### src/logic/bor_params.svh
`ifndef BOR_PARAMS_SVH
`define BOR_PARAMS_SVH

// Register map (byte address)
`define BOR_ADDR_BUS_OPTIONS 12'h020

// Field positions
`define BOR_CAP_HI 31
`define BOR_CAP_LO 27
`define BOR_RSV1_HI 26
`define BOR_RSV1_LO 24
`define BOR_CYC_HI 23
`define BOR_CYC_LO 16
`define BOR_MREC_HI 15
`define BOR_MREC_LO 12
`define BOR_RSV2_HI 11
`define BOR_RSV2_LO 8
`define BOR_GEN_HI 7
`define BOR_GEN_LO 6
`define BOR_RSV3_HI 5
`define BOR_RSV3_LO 3
`define BOR_SPD_HI 2
`define BOR_SPD_LO 0

// Reset and fixed values
`define BOR_CAP_RST 5'h00
`define BOR_CYC_RST 8'h00
`define BOR_MREC_RST 4'hB
`define BOR_MREC_MIN 4'h8
`define BOR_GEN_RST 2'h0
`define BOR_GEN_STEP 2'h1
`define BOR_LNK_SPD 3'h3
`define BOR_RSV1_VAL 3'h0
`define BOR_RSV2_VAL 4'h0
`define BOR_RSV3_VAL 3'h0
`define BOR_WORD_ZERO 32'h0000_0000
`define BOR_LIMIT_ONE 17'h0_0001
`define BOR_SHIFT_ONE 5'h01

`endif

### src/logic/bor_pkg.sv
package bor_pkg;
   typedef logic [3:0] bor_max_rec_type;
   typedef logic [15:0] bor_len_type;
   typedef logic [16:0] bor_limit_type;
   typedef logic [31:0] bor_word_type;
endpackage : bor_pkg

### src/logic/bor_len_check.sv
`timescale 1ns/10ps
`include "bor_params.svh"

module bor_len_check (
   // Clock and reset
   input wire logic clk,
   input wire logic resetn,
   // Received block write request
   input wire logic blk_wr_valid,
   input wire bor_pkg::bor_len_type blk_wr_len,
   input wire bor_pkg::bor_max_rec_type max_rec,
   // Verdict
   output logic type_err_ff
);
   bor_pkg::bor_limit_type limit;
   logic too_long;
   logic nxt_type_err;

   // Limit is 2^(max_rec+1) bytes; 17 bits hold the largest code
   assign limit = `BOR_LIMIT_ONE << (5'(max_rec) + `BOR_SHIFT_ONE);
   assign too_long = {1'b0, blk_wr_len} > limit;
   assign nxt_type_err = blk_wr_valid && too_long;

   always_ff @(posedge clk) begin
      if (!resetn) begin
         type_err_ff <= 1'b0;
      end else begin
         type_err_ff <= nxt_type_err;
      end
   end

   AST_LEN_ERR: assert property (@(posedge clk) disable iff (!resetn)
      blk_wr_valid |=> type_err_ff == ({1'b0, $past(blk_wr_len)} >
         (`BOR_LIMIT_ONE << (5'($past(max_rec)) + `BOR_SHIFT_ONE))))
      else $error("Length error verdict wrong");
   AST_ERR_CAUSE: assert property (@(posedge clk) disable iff (!resetn)
      type_err_ff |-> $past(blk_wr_valid))
      else $error("Length error without request");

endmodule : bor_len_check

### src/logic/bor_bus_options.sv
`timescale 1ns/10ps
`include "bor_params.svh"

////////////////////////////////////////////////////////////////////////////////
////////////////////////////////////////////////////////////////////////////////

module bor_bus_options (
   // Clock and reset
   input wire logic clk,
   input wire logic resetn,
   // APB slave
   input wire logic psel,
   input wire logic penable,
   input wire logic pwrite,
   input wire logic [11:0] paddr,
   input wire logic [31:0] pwdata,
   output logic [31:0] prdata,
   output logic pready,
   output logic pslverr,
   // Reset sources
   input wire logic function_reset_input_n,
   input wire logic soft_reset,
   // Link events
   input wire logic rom_changed,
   input wire logic bus_reset,
   input wire logic blk_wr_valid,
   input wire bor_pkg::bor_len_type blk_wr_len,
   // Results
   output logic ack_type_error,
   output logic [31:0] bus_info_quadlet
);

   ////////////////////////////////////////////////////////////////////////////
   // Function reset pin: three stages, change accepted when stages two and three agree
   logic fr_s1_ff, fr_s2_ff, fr_s3_ff, fr_lvl_ff;
   logic nxt_fr_lvl;
   logic fr_rst;

   assign nxt_fr_lvl = (fr_s2_ff == fr_s3_ff) ? fr_s3_ff : fr_lvl_ff;
   assign fr_rst = !fr_lvl_ff;

   always_ff @(posedge clk) begin
      if (!resetn) begin
         fr_s1_ff <= 1'b1;
         fr_s2_ff <= 1'b1;
         fr_s3_ff <= 1'b1;
         fr_lvl_ff <= 1'b1;
      end else begin
         fr_s1_ff <= function_reset_input_n;
         fr_s2_ff <= fr_s1_ff;
         fr_s3_ff <= fr_s2_ff;
         fr_lvl_ff <= nxt_fr_lvl;
      end
   end

   ////////////////////////////////////////////////////////////////////////////
   // APB decode; one wait state keeps every bus output on a flip-flop
   logic hit;
   logic access;
   logic wr_hit;
   logic rd_done;
   logic nxt_pready;
   logic nxt_pslverr;
   logic [31:0] nxt_prdata;

   assign hit = paddr == `BOR_ADDR_BUS_OPTIONS;
   assign access = psel && penable && !pready;
   assign wr_hit = psel && penable && pready && pwrite && hit;
   assign rd_done = psel && penable && pready;
   assign nxt_pready = access;
   assign nxt_pslverr = access && !hit;

   ////////////////////////////////////////////////////////////////////////////
   // Fields
   logic [4:0] cap_ff, nxt_cap;
   logic [7:0] cyc_ff, nxt_cyc;
   bor_pkg::bor_max_rec_type mrec_ff, nxt_mrec;
   logic [1:0] gen_ff, nxt_gen;
   logic dirty_ff, nxt_dirty;
   logic field_rst;
   logic mrec_rst;
   logic mrec_wr_ok;
   logic gen_bump;
   logic [31:0] word;

   // Soft reset clears ordinary fields but never the exponent
   assign field_rst = fr_rst || soft_reset;
   assign mrec_rst = fr_rst;
   // Codes below 8 would give less than 512 bytes; such writes keep the old code
   assign mrec_wr_ok = pwdata[`BOR_MREC_HI:`BOR_MREC_LO] >= `BOR_MREC_MIN;
   assign gen_bump = bus_reset && dirty_ff;

   assign nxt_cap = field_rst ? `BOR_CAP_RST :
      wr_hit ? pwdata[`BOR_CAP_HI:`BOR_CAP_LO] : cap_ff;
   assign nxt_cyc = field_rst ? `BOR_CYC_RST :
      wr_hit ? pwdata[`BOR_CYC_HI:`BOR_CYC_LO] : cyc_ff;
   assign nxt_mrec = mrec_rst ? `BOR_MREC_RST :
      (wr_hit && mrec_wr_ok) ? pwdata[`BOR_MREC_HI:`BOR_MREC_LO] : mrec_ff;
   // Bus reset increment wins over a software write in the same cycle
   assign nxt_gen = field_rst ? `BOR_GEN_RST :
      gen_bump ? gen_ff + `BOR_GEN_STEP :
      wr_hit ? pwdata[`BOR_GEN_HI:`BOR_GEN_LO] : gen_ff;
   // A change arriving with the bus reset is kept for the next one
   assign nxt_dirty = field_rst ? 1'b0 : (rom_changed || (dirty_ff && !bus_reset));

   // Fixed bits are built in, so write data never reaches them
   assign word = {cap_ff, `BOR_RSV1_VAL, cyc_ff, mrec_ff, `BOR_RSV2_VAL,
      gen_ff, `BOR_RSV3_VAL, `BOR_LNK_SPD};
   assign nxt_prdata = (access && hit && !pwrite) ? word : `BOR_WORD_ZERO;

   always_ff @(posedge clk) begin
      if (!resetn) begin
         cap_ff <= `BOR_CAP_RST;
         cyc_ff <= `BOR_CYC_RST;
         gen_ff <= `BOR_GEN_RST;
         dirty_ff <= 1'b0;
      end else begin
         cap_ff <= nxt_cap;
         cyc_ff <= nxt_cyc;
         gen_ff <= nxt_gen;
         dirty_ff <= nxt_dirty;
      end
   end

   always_ff @(posedge clk) begin
      if (!resetn) begin
         mrec_ff <= `BOR_MREC_RST;
      end else begin
         mrec_ff <= nxt_mrec;
      end
   end

   always_ff @(posedge clk) begin
      if (!resetn) begin
         pready <= 1'b0;
         pslverr <= 1'b0;
         prdata <= `BOR_WORD_ZERO;
         bus_info_quadlet <= `BOR_WORD_ZERO;
      end else begin
         pready <= nxt_pready;
         pslverr <= nxt_pslverr;
         prdata <= nxt_prdata;
         bus_info_quadlet <= word;
      end
   end

   ////////////////////////////////////////////////////////////////////////////
   // Length check against the live exponent
   bor_len_check u_len_check (
      .clk(clk),
      .resetn(resetn),
      .blk_wr_valid(blk_wr_valid),
      .blk_wr_len(blk_wr_len),
      .max_rec(mrec_ff),
      .type_err_ff(ack_type_error)
   );

   ////////////////////////////////////////////////////////////////////////////
   // Checks
   AST_CAP_RESET: assert property (@(posedge clk)
      !resetn |=> cap_ff == `BOR_CAP_RST && cyc_ff == `BOR_CYC_RST)
      else $error("Flags or accuracy not cleared by reset");
   AST_CAP_WRITE: assert property (@(posedge clk) disable iff (!resetn)
      wr_hit && !field_rst |=> cap_ff == $past(pwdata[`BOR_CAP_HI:`BOR_CAP_LO]))
      else $error("Capability write lost");
   AST_CYC_WRITE: assert property (@(posedge clk) disable iff (!resetn)
      wr_hit && !field_rst |=> cyc_ff == $past(pwdata[`BOR_CYC_HI:`BOR_CYC_LO]))
      else $error("Accuracy write lost");
   AST_MREC_MIN: assert property (@(posedge clk) disable iff (!resetn)
      mrec_ff >= `BOR_MREC_MIN)
      else $error("Exponent below 512 bytes");
   AST_MREC_HW: assert property (@(posedge clk)
      !resetn |=> mrec_ff == `BOR_MREC_RST)
      else $error("Exponent not Bh after reset");
   AST_MREC_SOFT: assert property (@(posedge clk) disable iff (!resetn)
      soft_reset && !fr_rst && !wr_hit |=> $stable(mrec_ff))
      else $error("Soft reset touched exponent");
   // The filtered level falls one edge before the exponent is reloaded
   AST_MREC_PIN: assert property (@(posedge clk) disable iff (!resetn)
      $fell(fr_lvl_ff) |=> mrec_ff == `BOR_MREC_RST ##1 mrec_ff == `BOR_MREC_RST)
      else $error("Function reset missed exponent");
   AST_GEN_BUMP: assert property (@(posedge clk) disable iff (!resetn)
      gen_bump && !field_rst |=> gen_ff == $past(gen_ff) + `BOR_GEN_STEP)
      else $error("Generation not incremented");
   AST_GEN_HOLD: assert property (@(posedge clk) disable iff (!resetn)
      bus_reset && !dirty_ff && !wr_hit && !field_rst |=> $stable(gen_ff))
      else $error("Generation moved without change");
   AST_FIXED: assert property (@(posedge clk) disable iff (!resetn)
      rd_done && hit && !pwrite |-> prdata[`BOR_SPD_HI:`BOR_SPD_LO] == `BOR_LNK_SPD
      && prdata[`BOR_RSV1_HI:`BOR_RSV1_LO] == `BOR_RSV1_VAL
      && prdata[`BOR_RSV2_HI:`BOR_RSV2_LO] == `BOR_RSV2_VAL
      && prdata[`BOR_RSV3_HI:`BOR_RSV3_LO] == `BOR_RSV3_VAL)
      else $error("Fixed bits read wrong");
   // Image two edges on shows the written flags but never written fixed bits
   AST_RO_WRITE: assert property (@(posedge clk) disable iff (!resetn)
      wr_hit && !field_rst |=> ##1
      bus_info_quadlet[`BOR_SPD_HI:`BOR_SPD_LO] == `BOR_LNK_SPD
      && bus_info_quadlet[`BOR_RSV2_HI:`BOR_RSV2_LO] == `BOR_RSV2_VAL
      && bus_info_quadlet[`BOR_CAP_HI:`BOR_CAP_LO] ==
      $past(pwdata[`BOR_CAP_HI:`BOR_CAP_LO], 2))
      else $error("Write reached fixed bits or image lost it");
   AST_MAP: assert property (@(posedge clk) disable iff (!resetn)
      psel && !penable ##1 psel && penable |-> ##1 pready && (pslverr == !hit))
      else $error("Bus answer wrong");

   COV_WRITE: cover property (@(posedge clk) disable iff (!resetn) wr_hit);
   COV_READ: cover property (@(posedge clk) disable iff (!resetn) rd_done && hit && !pwrite);
   COV_BUMP: cover property (@(posedge clk) disable iff (!resetn) gen_bump);
   COV_TYPE_ERR: cover property (@(posedge clk) disable iff (!resetn) ack_type_error);
   COV_FN_RESET: cover property (@(posedge clk) disable iff (!resetn) $fell(fr_lvl_ff));

endmodule : bor_bus_options

### config.mk
export PLATFORM = sky130hd
export DESIGN_NAME = bor_bus_options
export DESIGN_NICKNAME = d
export VERILOG_FILES = /design/src/logic/bor_pkg.sv /design/src/logic/bor_len_check.sv /design/src/logic/bor_bus_options.sv
export VERILOG_INCLUDE_DIRS = /design/src /design/src/logic
export SDC_FILE = /design/constraint.sdc
export NUM_CORES = 1
export LEC_CHECK = 0
export ABC_AREA = 0
export ABC_CLOCK_PERIOD_IN_PS = 2300
export BUFFER_PORTS_ARGS = -buffer_cell sky130_fd_sc_hd__clkbuf_2
export CAP_MARGIN = 20
export CELL_PAD_IN_SITES_DETAIL_PLACEMENT = 1
export CELL_PAD_IN_SITES_GLOBAL_PLACEMENT = 2
export CORE_MARGIN = 8
export CORE_UTILIZATION = 25
export DETAILED_ROUTE_END_ITERATION = 8
export PLACE_DENSITY = 0.79
export SLEW_MARGIN = 20
export SYNTH_ARGS = -nofsm -noshare
export SYNTH_HDL_FRONTEND = slang
export SYNTH_SLANG_ARGS = --single-unit
### constraint.sdc
create_clock -name clk -period 2.3 [get_ports clk]
set_clock_uncertainty 0.05 [all_clocks]
set_input_delay 0.345 -clock clk [delete_from_list [all_inputs] [get_ports clk]]
set_output_delay 0.345 -clock clk [all_outputs]
set_load 0.01 [all_outputs]
== Yosys cells after proc, flatten, opt, wreduce, memory -nomap -nowiden ==
Cells that the tools add are included.

* Order comparisons: 2
* Bitwise logic cells: 1
* Reduce and logical (&&, ||, !) cells: 23
* Mux-type cells: 4
* Shift-type cells: 1
* Add/sub/neg operators: 2
* Eq/ne operators: 2

{| class="wikitable"
|+ Operator list
! operator !! count
|-
| $gt 16x17->1 || 1
|-
| $shl 1x5->17 const A || 1
|-
| $eq 12x6->1 const B || 1
|-
| $logic_and 1x1->1 || 12
|-
| $mux 2 || 4
|-
| $add 4x1->5 const B || 1
|-
| $logic_not 1->1 || 5
|-
| $ge 4x4->1 const B || 1
|-
| $reduce_and 2->1 || 2
|-
| $add 2x1->2 const B || 1
|-
| $logic_or 1x1->1 || 2
|-
| $reduce_bool 2->1 || 1
|-
| $reduce_or 2->1 || 1
|-
| $eq 1x1->1 || 1
|-
| $not 1->1 || 1
|}

* Output and inout port bits: 67
* Bits of input ports: 70
* Logic and storage cells: 51
* Register bits: 91

== Longest topological paths before layout ==
Gate-level depths: netlist of run 1.

* Depth after elaboration: 6
* Mapped depth: 8
* Depth with buffers taken out: 7

== Hierarchy ==
Synthesis of run 1 repeated with hierarchy kept, for this count alone.

* Cells, all modules: 287
* Area, all modules: 2,763.9 um2

{| class="wikitable"
|+ By module, submodules not included
! module !! cells an instance !! instances !! area each (um2) !! sequential area each (um2)
|-
| bor_bus_options || 220 || 1 || 2,265.9 || 1,321.3
|-
| bor_len_check || 67 || 1 || 498.0 || 20.0
|}

== Least setup slack after synthesis of run 1 ==
Ideal clock, no wire load.

* Kind: register -> register
* Start: register mrec_ff[0]
* End: register u_len_check.type_err_ff
* Setup time: 0.129 ns
* Path slack: 0.295 ns
* Stages on the path, launching flop included: 9
* Data arrival time: 1.827 ns
* Path buffers: 1
* Required time: 2.121 ns
* Clock period less this slack: 2.005 ns
* Cells stage by stage: dfxtp_1 -> clkbuf_1 -> nor2b_1 -> nand2_1 -> ha_1 -> a21o_1 -> a21o_1 -> a221oi_1 -> a211oi_1

* Longest elaborated chain between the ends: 4

{| class="wikitable"
|+ Ends and longest elaborated chain
! element !! line !! source
|-
| start, declared || bor_bus_options.sv:77 || <nowiki>bor_pkg::bor_max_rec_type mrec_ff, nxt_mrec;</nowiki>
|-
| start signal, assigned || bor_bus_options.sv:127 || <nowiki>mrec_ff <= `BOR_MREC_RST;</nowiki>
|-
| start signal, assigned || bor_bus_options.sv:129 || <nowiki>mrec_ff <= nxt_mrec;</nowiki>
|-
| $add 4x1->5 (no line) || n/a ||
|-
| $shl 1x5->17 (no line) || n/a ||
|-
| $gt 16x17->1 || bor_len_check.sv:21 || <nowiki>assign too_long = {1'b0, blk_wr_len} > limit;</nowiki>
|-
| $logic_and 1x1->1 || bor_len_check.sv:22 || <nowiki>assign nxt_type_err = blk_wr_valid && too_long;</nowiki>
|-
| end signal, assigned || bor_len_check.sv:28 || <nowiki>type_err_ff <= nxt_type_err;</nowiki>
|-
| end, declared || bor_len_check.sv:13 || <nowiki>output logic type_err_ff</nowiki>
|}

Every way passes these cells.
A chain may end at the register's enable or synchronous reset.

== Worst setup path in the final report of run 1 ==
* Start: register mrec_ff[3]
* End: register u_len_check.type_err_ff

The elaborated chain is that of the path after synthesis.

==> impl_metrics.ini, run 1 <==
[route]
wire_per_inst_um = 13.7
vias = 2237
wl_mm = 7.43
first_pass_iters = 4
ant_nets = 0
drtIter0Drc = 33
drc_errors = 0
vias_per_cell = 4.12

[critical_path]
crit_type = reg2reg
end_kind = flop
crit_top_cell = a21o_1
reg2reg_depth = 7
timing.rr.start = mrec_ff[3]$_SDFFE_PN1P_
critical_path.startpoint_type = flop
startpoint = mrec_ff[3]$_SDFFE_PN1P_
cp_data_required_time_ps = 2460
cpPeakStageDelay_ps = 390
arrival_ps = 2240
path_cells = nor2b_1 -> nand2_1 -> ha_1 -> a21o_1 -> a21o_1 -> a221oi_1 -> a211oi_1
worst_path_max_delay_cell = dfxtp_1
crit_fanout = 10

[clock_tree]
ctsLongestPathBuffers = 2
post_cts_buffers = 0
cts.sinks = 67
clockRootBuffer = clkbuf_8
clk_latency_ps = 340
numCtsBuffers = 9
cts_tree = built
ctsHtreeMaxLevel = 3
cts.clk_slew.worst_paths_ps = 80
cts_resized = 0
cts_hold_buf = 0

[synth]
synthFlopType = dfxtp_1
syn_inst = 294
synth_common_cells = dfxtp_1, nand2_1, and2_1
ys_types = 34
synth_fa_ha_area_frac = 0.0726
synth-seq-area-share = 0.487
yosysTopAreaCellShare = 0.487
yosysWarningCount = 0
syn_avg_cell_area_um2 = 9.38
synth-edff-count = 0
synth_top_family_by_area = simple AND/OR/NAND/NOR gates
synth_top_cell_by_area = dfxtp_1
synthArstFlopShare = 0
syn_area_um2 = 2760
post-synth-top-count-cell = dfxtp_1
synth_simple_gate_area_frac = 0.260
synth_mux_area_frac = 0
synth_compound_area_frac = 0.0817
synth_xor_area_frac = 0
synth_area_leaders = dfxtp_1, and2_1, ha_1
synth_seq_cells = 67

[timing]
final_max_slew_viol_count = 0
setup_violations = 0
layout_min_cycle_time_ps = 2070
finalCritPeriodShare = 0.902
finalSetupTns_ps = 0
rsz0062_at_grt = false
hold_violations = 0
max_freq_mhz = 482

[layout]
syn_to_final_growth_pct = 27.8
diodes = 0
final_nets = 484
instances_no_fill = 543
final_core_util = 0.326
drive_gt1_frac = 0.325

[power_and_ir_drop]
power_mw = 2.30
power_per_cell_area_nw_per_um2 = 653
p_int_mw = 1.74
clkPwrFrac = 0.423
p_switching_uw = 559
seq_power_share = 0.510
ir_worst_vdd_v = 0.000254
netSwitchingFraction = 0.243
comb_power_share = 0.067
p_leak_nw = 1.60

[floorplan]
pin_count = 137
initial_core_util = 0.255
dieArea_um2 = 14600
die_x_um = 121
core_um2 = 10800
fp.dieH_um = 121
rows = 38

[grt]
grt.total_usage = 0.102
grt_pass1_vias = 2414
use_met3 = 0.0493
grt_pass1_wl_mm = 11.8
grt_util_met2 = 0.167
gr-total-overflow = 0
antenna_found_initial = 0
grt_busiest_layer = met2
grt_util_met1 = 0.116
grt_start_max_net_pins = 21

[placement]
hpwl_mm = 6.00
place_congestion = 0.735
dpl.cell_count = 527
port_buffers = 101

[worst_hold_path]
min_path_cells = 2
hold_class = in2reg
hp-start = function_reset_input_n

[job]
drv_cap = 0

[status]
outcome = completed
registers in the layout (all words and copies together) (netlist names):
register / flops
fr_s2_ff: 1
prdata: 20
u_len_check.type_err_ff: 1
fr_s1_ff: 1
fr_s3_ff: 1
cyc_ff: 8
pready: 1
bus_info_quadlet: 20
dirty_ff: 1
fr_lvl_ff: 1
pslverr: 1
mrec_ff: 4
cap_ff: 5
gen_ff: 2
power groups by stage:
| stage | logic, mW | registers, mW | clock network [mW] |
|---|---|---|---|
| floorplan | 0.0974 | 1.20 | 0 |
| global placement | 0.151 | 1.20 | 0 |
| detailed placement | 0.154 | 1.20 | 0 |
| CTS | 0.155 | 1.17 | 1.02 |
| global route | 0.175 | 1.17 | 1.09 |
| finish | 0.154 | 1.17 | 0.974 |
cells by family after synthesis:
logic type,after synthesis
adder cells (fa/ha/maj),16
buffers and inverters,41
other,1
flip-flops,67
AND/OR/NAND/NOR,131
AO/OA/AOI/OAI,38
metal layers:
layer  up-vias  share of wire
li1       1145              -
met1       998           0.44
met2        88           0.45
met3         6          0.093
met4         0         0.0083
met5         -              0
critical path, delay by kind of cell (launching register included):
kind                     cells  cell delay (ps)
AO/OA/AOI/OAI                4              820
flip-flops                   1              390
AND/OR/NAND/NOR              2              380
adder cells (fa/ha/maj)      1              300
placed cells by master (no fill, tap or decap), types with 3 or more instances in the layout:
cell,count
nand2_1,41
a21o_1,3
and2_1,39
conb_1,23
ha_1,16
clkbuf_8,9
inv_1,4
clkbuf_2,101
o21ai_0,4
dfxtp_1,67
nand2b_1,3
nor2b_1,4
a21oi_1,22
nor2_1,9
buf_4,7
and3_1,3
nand4_1,6
nand3_1,14
metrics by stage:
step / setup WS [ps] / hold WS, ps / area [um^2]
after floorplan: 295 / 323 / 2840
after global placement: 260 / 340 / 3320
after detailed placement: 210 / 350 / 3320
after CTS: 187 / 114 / 3520
after global routing: 14.2 / 112 / 3520
final: 226 / 134 / 3520
final cells by class:
| cell class | instances | area, um^2 |
|---|---|---|
| Clock inverter | 7 | 76.3 |
| Fill cell | 1311 | 7270 |
| Multi-Input combinational cell | 208 | 1230 |
| Sequential cell | 67 | 1340 |
| Timing Repair Buffer | 108 | 558 |
| Inverter | 4 | 15.0 |
| Tap cell | 140 | 175 |
| Clock buffer | 9 | 124 |
worst paths after layout:
| path | end | slack [ps] |
|---|---|---|
| max reg2reg | u_len_check.type_err_ff$_SDFF_PN0_ | 230 |
| min reg2reg | fr_s2_ff$_SDFF_PN1_ | 370 |
| max | u_len_check.type_err_ff$_SDFF_PN0_ | 230 |
| min | fr_s1_ff$_SDFF_PN1_ | 130 |
Note: power is estimated with default switching activity, not from simulation.
==> run 2: changes to the inputs <==
Settings changed: ABC_CLOCK_PERIOD_IN_PS 2300 to 2290, CTS_CLUSTER_DIAMETER set to 60.
Clock period 2.3 ns to 2.29 ns, I/O delays scaled along.
==> impl_metrics.ini, run 2 (same netlist as run 1, synthesis figures left out) <==
[status]
outcome = completed

[critical_path]
crit_type = reg2reg
end_kind = flop
cp_data_required_time_ps = 2460
arrival_ps = 2220
critical_path.startpoint_type = flop
crit_fanout = 10
reg2reg_depth = 7

[timing]
fin_ws_ps = 246
max_freq_mhz = 489
final_max_slew_viol_count = 0
rsz0062_at_grt = false
layout_min_cycle_time_ps = 2040
finalCritPeriodShare = 0.892
finalSetupTns_ps = 0
setup_violations = 0
hold_violations = 0

[layout]
syn_to_final_growth_pct = 28.4
final_common_cell = clkbuf_2
diodes = 0
reg_top3 = bus_info_quadlet: 20 flops, prdata: 20 flops, cyc_ff: 8 flops
final_cell_mix = clkbuf_2, dfxtp_1, nand2_1
finalInstanceArea_um2 = 3540
drive_gt1_frac = 0.323
final_nets = 484

[clock_tree]
post_cts_buffers = 0
cts_tree = built
ctsLongestPathBuffers = 2
ctsHtreeMaxLevel = 3
cts.clk_slew.worst_paths_ps = 80
cts_hold_buf = 0
numCtsBuffers = 9
clk_latency_ps = 340
clockRootBuffer = clkbuf_8
cts.sinks = 67
cts_resized = 0

[grt]
grt_pass1_wl_mm = 11.6
grt_pass1_vias = 2419
grt_start_max_net_pins = 21
grt.total_usage = 0.102
gr-total-overflow = 0
antenna_found_initial = 0

[floorplan]
pin_count = 137
core_um2 = 10800
initial_core_util = 0.255
fp.dieH_um = 121
die_x_um = 121
rows = 38
dieArea_um2 = 14600

[route]
vias_per_cell = 4.13
wl_mm = 7.47
first_pass_iters = 4
drtIter0Drc = 34
wire_per_inst_um = 13.8
drc_errors = 0
vias = 2237
ant_nets = 0

[job]
drv_cap = 0

[power_and_ir_drop]
p_leak_nw = 1.61
power_per_cell_area_nw_per_um2 = 680
ir_worst_vdd_v = 0.000232

[placement]
hpwl_mm = 5.97
postPlaceCellArea_um2 = 3320
dpl_worst_slack_ps = 209
place_congestion = 0.735
port_buffers = 101

[worst_hold_path]
hold_class = in2reg
min_path_cells = 2
-- run 2: cell count changes in the layout (fill, tap and decap cells not counted), sizes merged --
cell / previous run / this run
bufinv: 1 / 2
clkbuf: 110 / 111
clkinv: 3 / 2
clkinvlp: 2 / 1
inv: 5 / 4
-- run 2: area by class of cell --
class                      instances  area, um^2
timing repair buffer             108         558
sequential                        67        1340
tap                              140         175
multi-input combinational        208        1230
clock inverter                     5        77.6
inverter                           4        15.0
fill                            1296        7250
clock buffer                      10         138
-- run 2: path summary, 6_finish.rpt --
check / startpoint / end / slack, ps
setup / recovery: mrec_ff[3]$_SDFFE_PN1P_ / u_len_check.type_err_ff$_SDFF_PN0_ / 250
hold / removal: function_reset_input_n / fr_s1_ff$_SDFF_PN1_ / 130
setup reg to reg: mrec_ff[3]$_SDFFE_PN1P_ / u_len_check.type_err_ff$_SDFF_PN0_ / 250
hold reg to reg: fr_s1_ff$_SDFF_PN1_ / fr_s2_ff$_SDFF_PN1_ / 370
-- run 2: critical path, cell delays in order, from the launching register on --
cell,delay (ps)
dfxtp_1,400
nor2b_1,280
nand2_1,110
ha_1,300
a21o_1,180
a21o_1,170
a221oi_1,320
a211oi_1,120
-- run 2: per-layer routing --
| metal | up-vias | routed length [um] | global-route usage |
|---|---|---|---|
| li1 | 1141 | - | - |
| met1 | 1000 | 3350 | 0.117 |
| met2 | 87 | 3400 | 0.166 |
| met3 | 9 | 595 | 0.0377 |
| met4 | 0 | 117 | 0.0468 |
| met5 | - | 0 | 0 |
-- run 2: power by group --
| part | internal, mW | switching (mW) | leakage (nW) |
|---|---|---|---|
| logic | 0.0672 | 0.0857 | 0.964 |
| clock network | 0.633 | 0.442 | 0.108 |
| registers | 1.17 | 0.00376 | 0.542 |
-- run 2: stage by stage --
stage	hold slack [ps]	total power [mW]	std cells	utilization
final	128	2.41	542	0.328
after global routing	116	2.52	542	0.328
after CTS	107	2.45	542	0.328
after detailed placement	355	1.36	527	0.308
after global placement	339	1.36	527	0.308
after floorplan	321	1.31	316	-
==> run 3: changes to the inputs <==
Settings changed: ABC_CLOCK_PERIOD_IN_PS 2290 to 2450, CORE_UTILIZATION 25 to 27, PLACE_DENSITY 0.79 to 0.84.
Clock period 2.29 ns to 2.45 ns, I/O delays scaled along.
==> impl_metrics.ini, run 3 (same netlist as run 1, synthesis figures left out) <==
[route]
drtIter0Drc = 60
vias_per_cell = 4.18
drc_errors = 0
vias = 2250
ant_nets = 0
wl_mm = 7.41
wire_per_inst_um = 13.8
first_pass_iters = 4

[grt]
antenna_found_initial = 0
grt_pass1_wl_mm = 11.8
grt.total_usage = 0.112
grt_pass1_vias = 2537
gr-total-overflow = 0
grt_start_max_net_pins = 17

[critical_path]
crit_buf_inv = 0
cpPeakStageDelay_ps = 410
worst_path_max_delay_cell = dfxtp_1
arrival_ps = 2210
crit_fanout = 10
path_cells = nor2b_1 -> nand2_1 -> ha_1 -> a21o_1 -> a21o_1 -> a221oi_1 -> a211oi_1
cp_data_required_time_ps = 2620
crit_top_cell = a21o_1
crit_type = reg2reg
critical-path-top-delay-family = compound AO/OA/AOI/OAI gates
end_kind = flop
critical_path.startpoint_type = flop

[placement]
hpwl_mm = 6.06
dpl_worst_slack_ps = 396
dpl.cell_count = 522
port_buffers = 101
place_congestion = 0.676

[clock_tree]
cts_resized = 0
cts_tree = built
cts.clk_slew.worst_paths_ps = 80
ctsLongestPathBuffers = 2
numCtsBuffers = 9
ctsHtreeMaxLevel = 3
clockRootBuffer = clkbuf_8
cts.sinks = 67
cts_hold_buf = 0
clk_latency_ps = 330
post_cts_buffers = 0

[power_and_ir_drop]
power_mw = 2.16
power_per_cell_area_nw_per_um2 = 614
p_leak_nw = 1.60
ir_worst_vdd_v = 0.000183

[timing]
layout_min_cycle_time_ps = 2050
hold_slack_ps = 167
setup_violations = 0
finalCritPeriodShare = 0.835
fin_ws_ps = 403
finalSetupTns_ps = 0
final_max_slew_viol_count = 0
hold_violations = 0
rsz0062_at_grt = false
max_freq_mhz = 489

[layout]
final_common_cell = clkbuf_2
instances_no_fill = 538
final_cell_mix = clkbuf_2, dfxtp_1, nand2_1
num-fill-cells = 1253
drive_gt1_frac = 0.323
diodes = 0
syn_to_final_growth_pct = 27.4
final_nets = 483
reg_top3 = bus_info_quadlet: 20 flops, prdata: 20 flops, cyc_ff: 8 flops

[floorplan]
initial_core_util = 0.272
core_um2 = 10100
die_x_um = 117
fp.dieH_um = 117
rows = 37
pin_count = 137
dieArea_um2 = 13700

[worst_hold_path]
hold_class = in2reg

[status]
outcome = completed

[job]
drv_cap = 0
==> run 3: final timing paths <==
check | depth (start not counted) | start | slack [ps] | endpoint
max | 7 | mrec_ff[3]$_SDFFE_PN1P_ | 400 | u_len_check.type_err_ff$_SDFF_PN0_
min | 2 | function_reset_input_n | 170 | fr_s1_ff$_SDFF_PN1_
max reg2reg | 7 | mrec_ff[3]$_SDFFE_PN1P_ | 400 | u_len_check.type_err_ff$_SDFF_PN0_
min reg2reg | 1 | fr_s1_ff$_SDFF_PN1_ | 370 | fr_s2_ff$_SDFF_PN1_
==> run 3: power breakdown <==
group,internal [mW],total (mW),leakage [nW],switching [mW]
clock network,0.476,0.910,0.0998,0.433
registers,1.10,1.10,0.542,0.00401
logic,0.0631,0.145,0.959,0.0823
total,1.64,2.16,1.60,0.520
==> run 3: final cells by class <==
class,count,area [um^2],area share
clock buffer,9,124,0.0353
timing repair buffer,107,551,0.157
sequential,67,1340,0.382
inverter,4,15.0,0.00428
tap,136,170,0.0485
clock inverter,7,77.6,0.0221
multi-input combinational,208,1230,0.351
==> run 3: routing by layer <==
layer  routed length (um)  global-route usage  vias up
li1                     -                   -     1141
met4                   70              0.0358        0
met2                 3460               0.192       87
met3                  649              0.0421        7
met5                    0                   0        -
met1                 3220               0.125     1015
==> run 3: worst reg2reg max path: cells and delay by family (launching register included) <==
family                   cells  cell delay [ps]
AND/OR/NAND/NOR              2              390
adder cells (fa/ha/maj)      1              300
AO/OA/AOI/OAI                4              790
flip-flops                   1              410
==> run 3: stage by stage <==
stage | area, um^2 | util
6_report | 3510 | 0.346
5_1_grt | 3510 | 0.346
2_1_floorplan | 2840 | -
3_5_place_dp | 3310 | 0.327
4_1_cts | 3510 | 0.346
3_3_place_gp | 3310 | 0.327
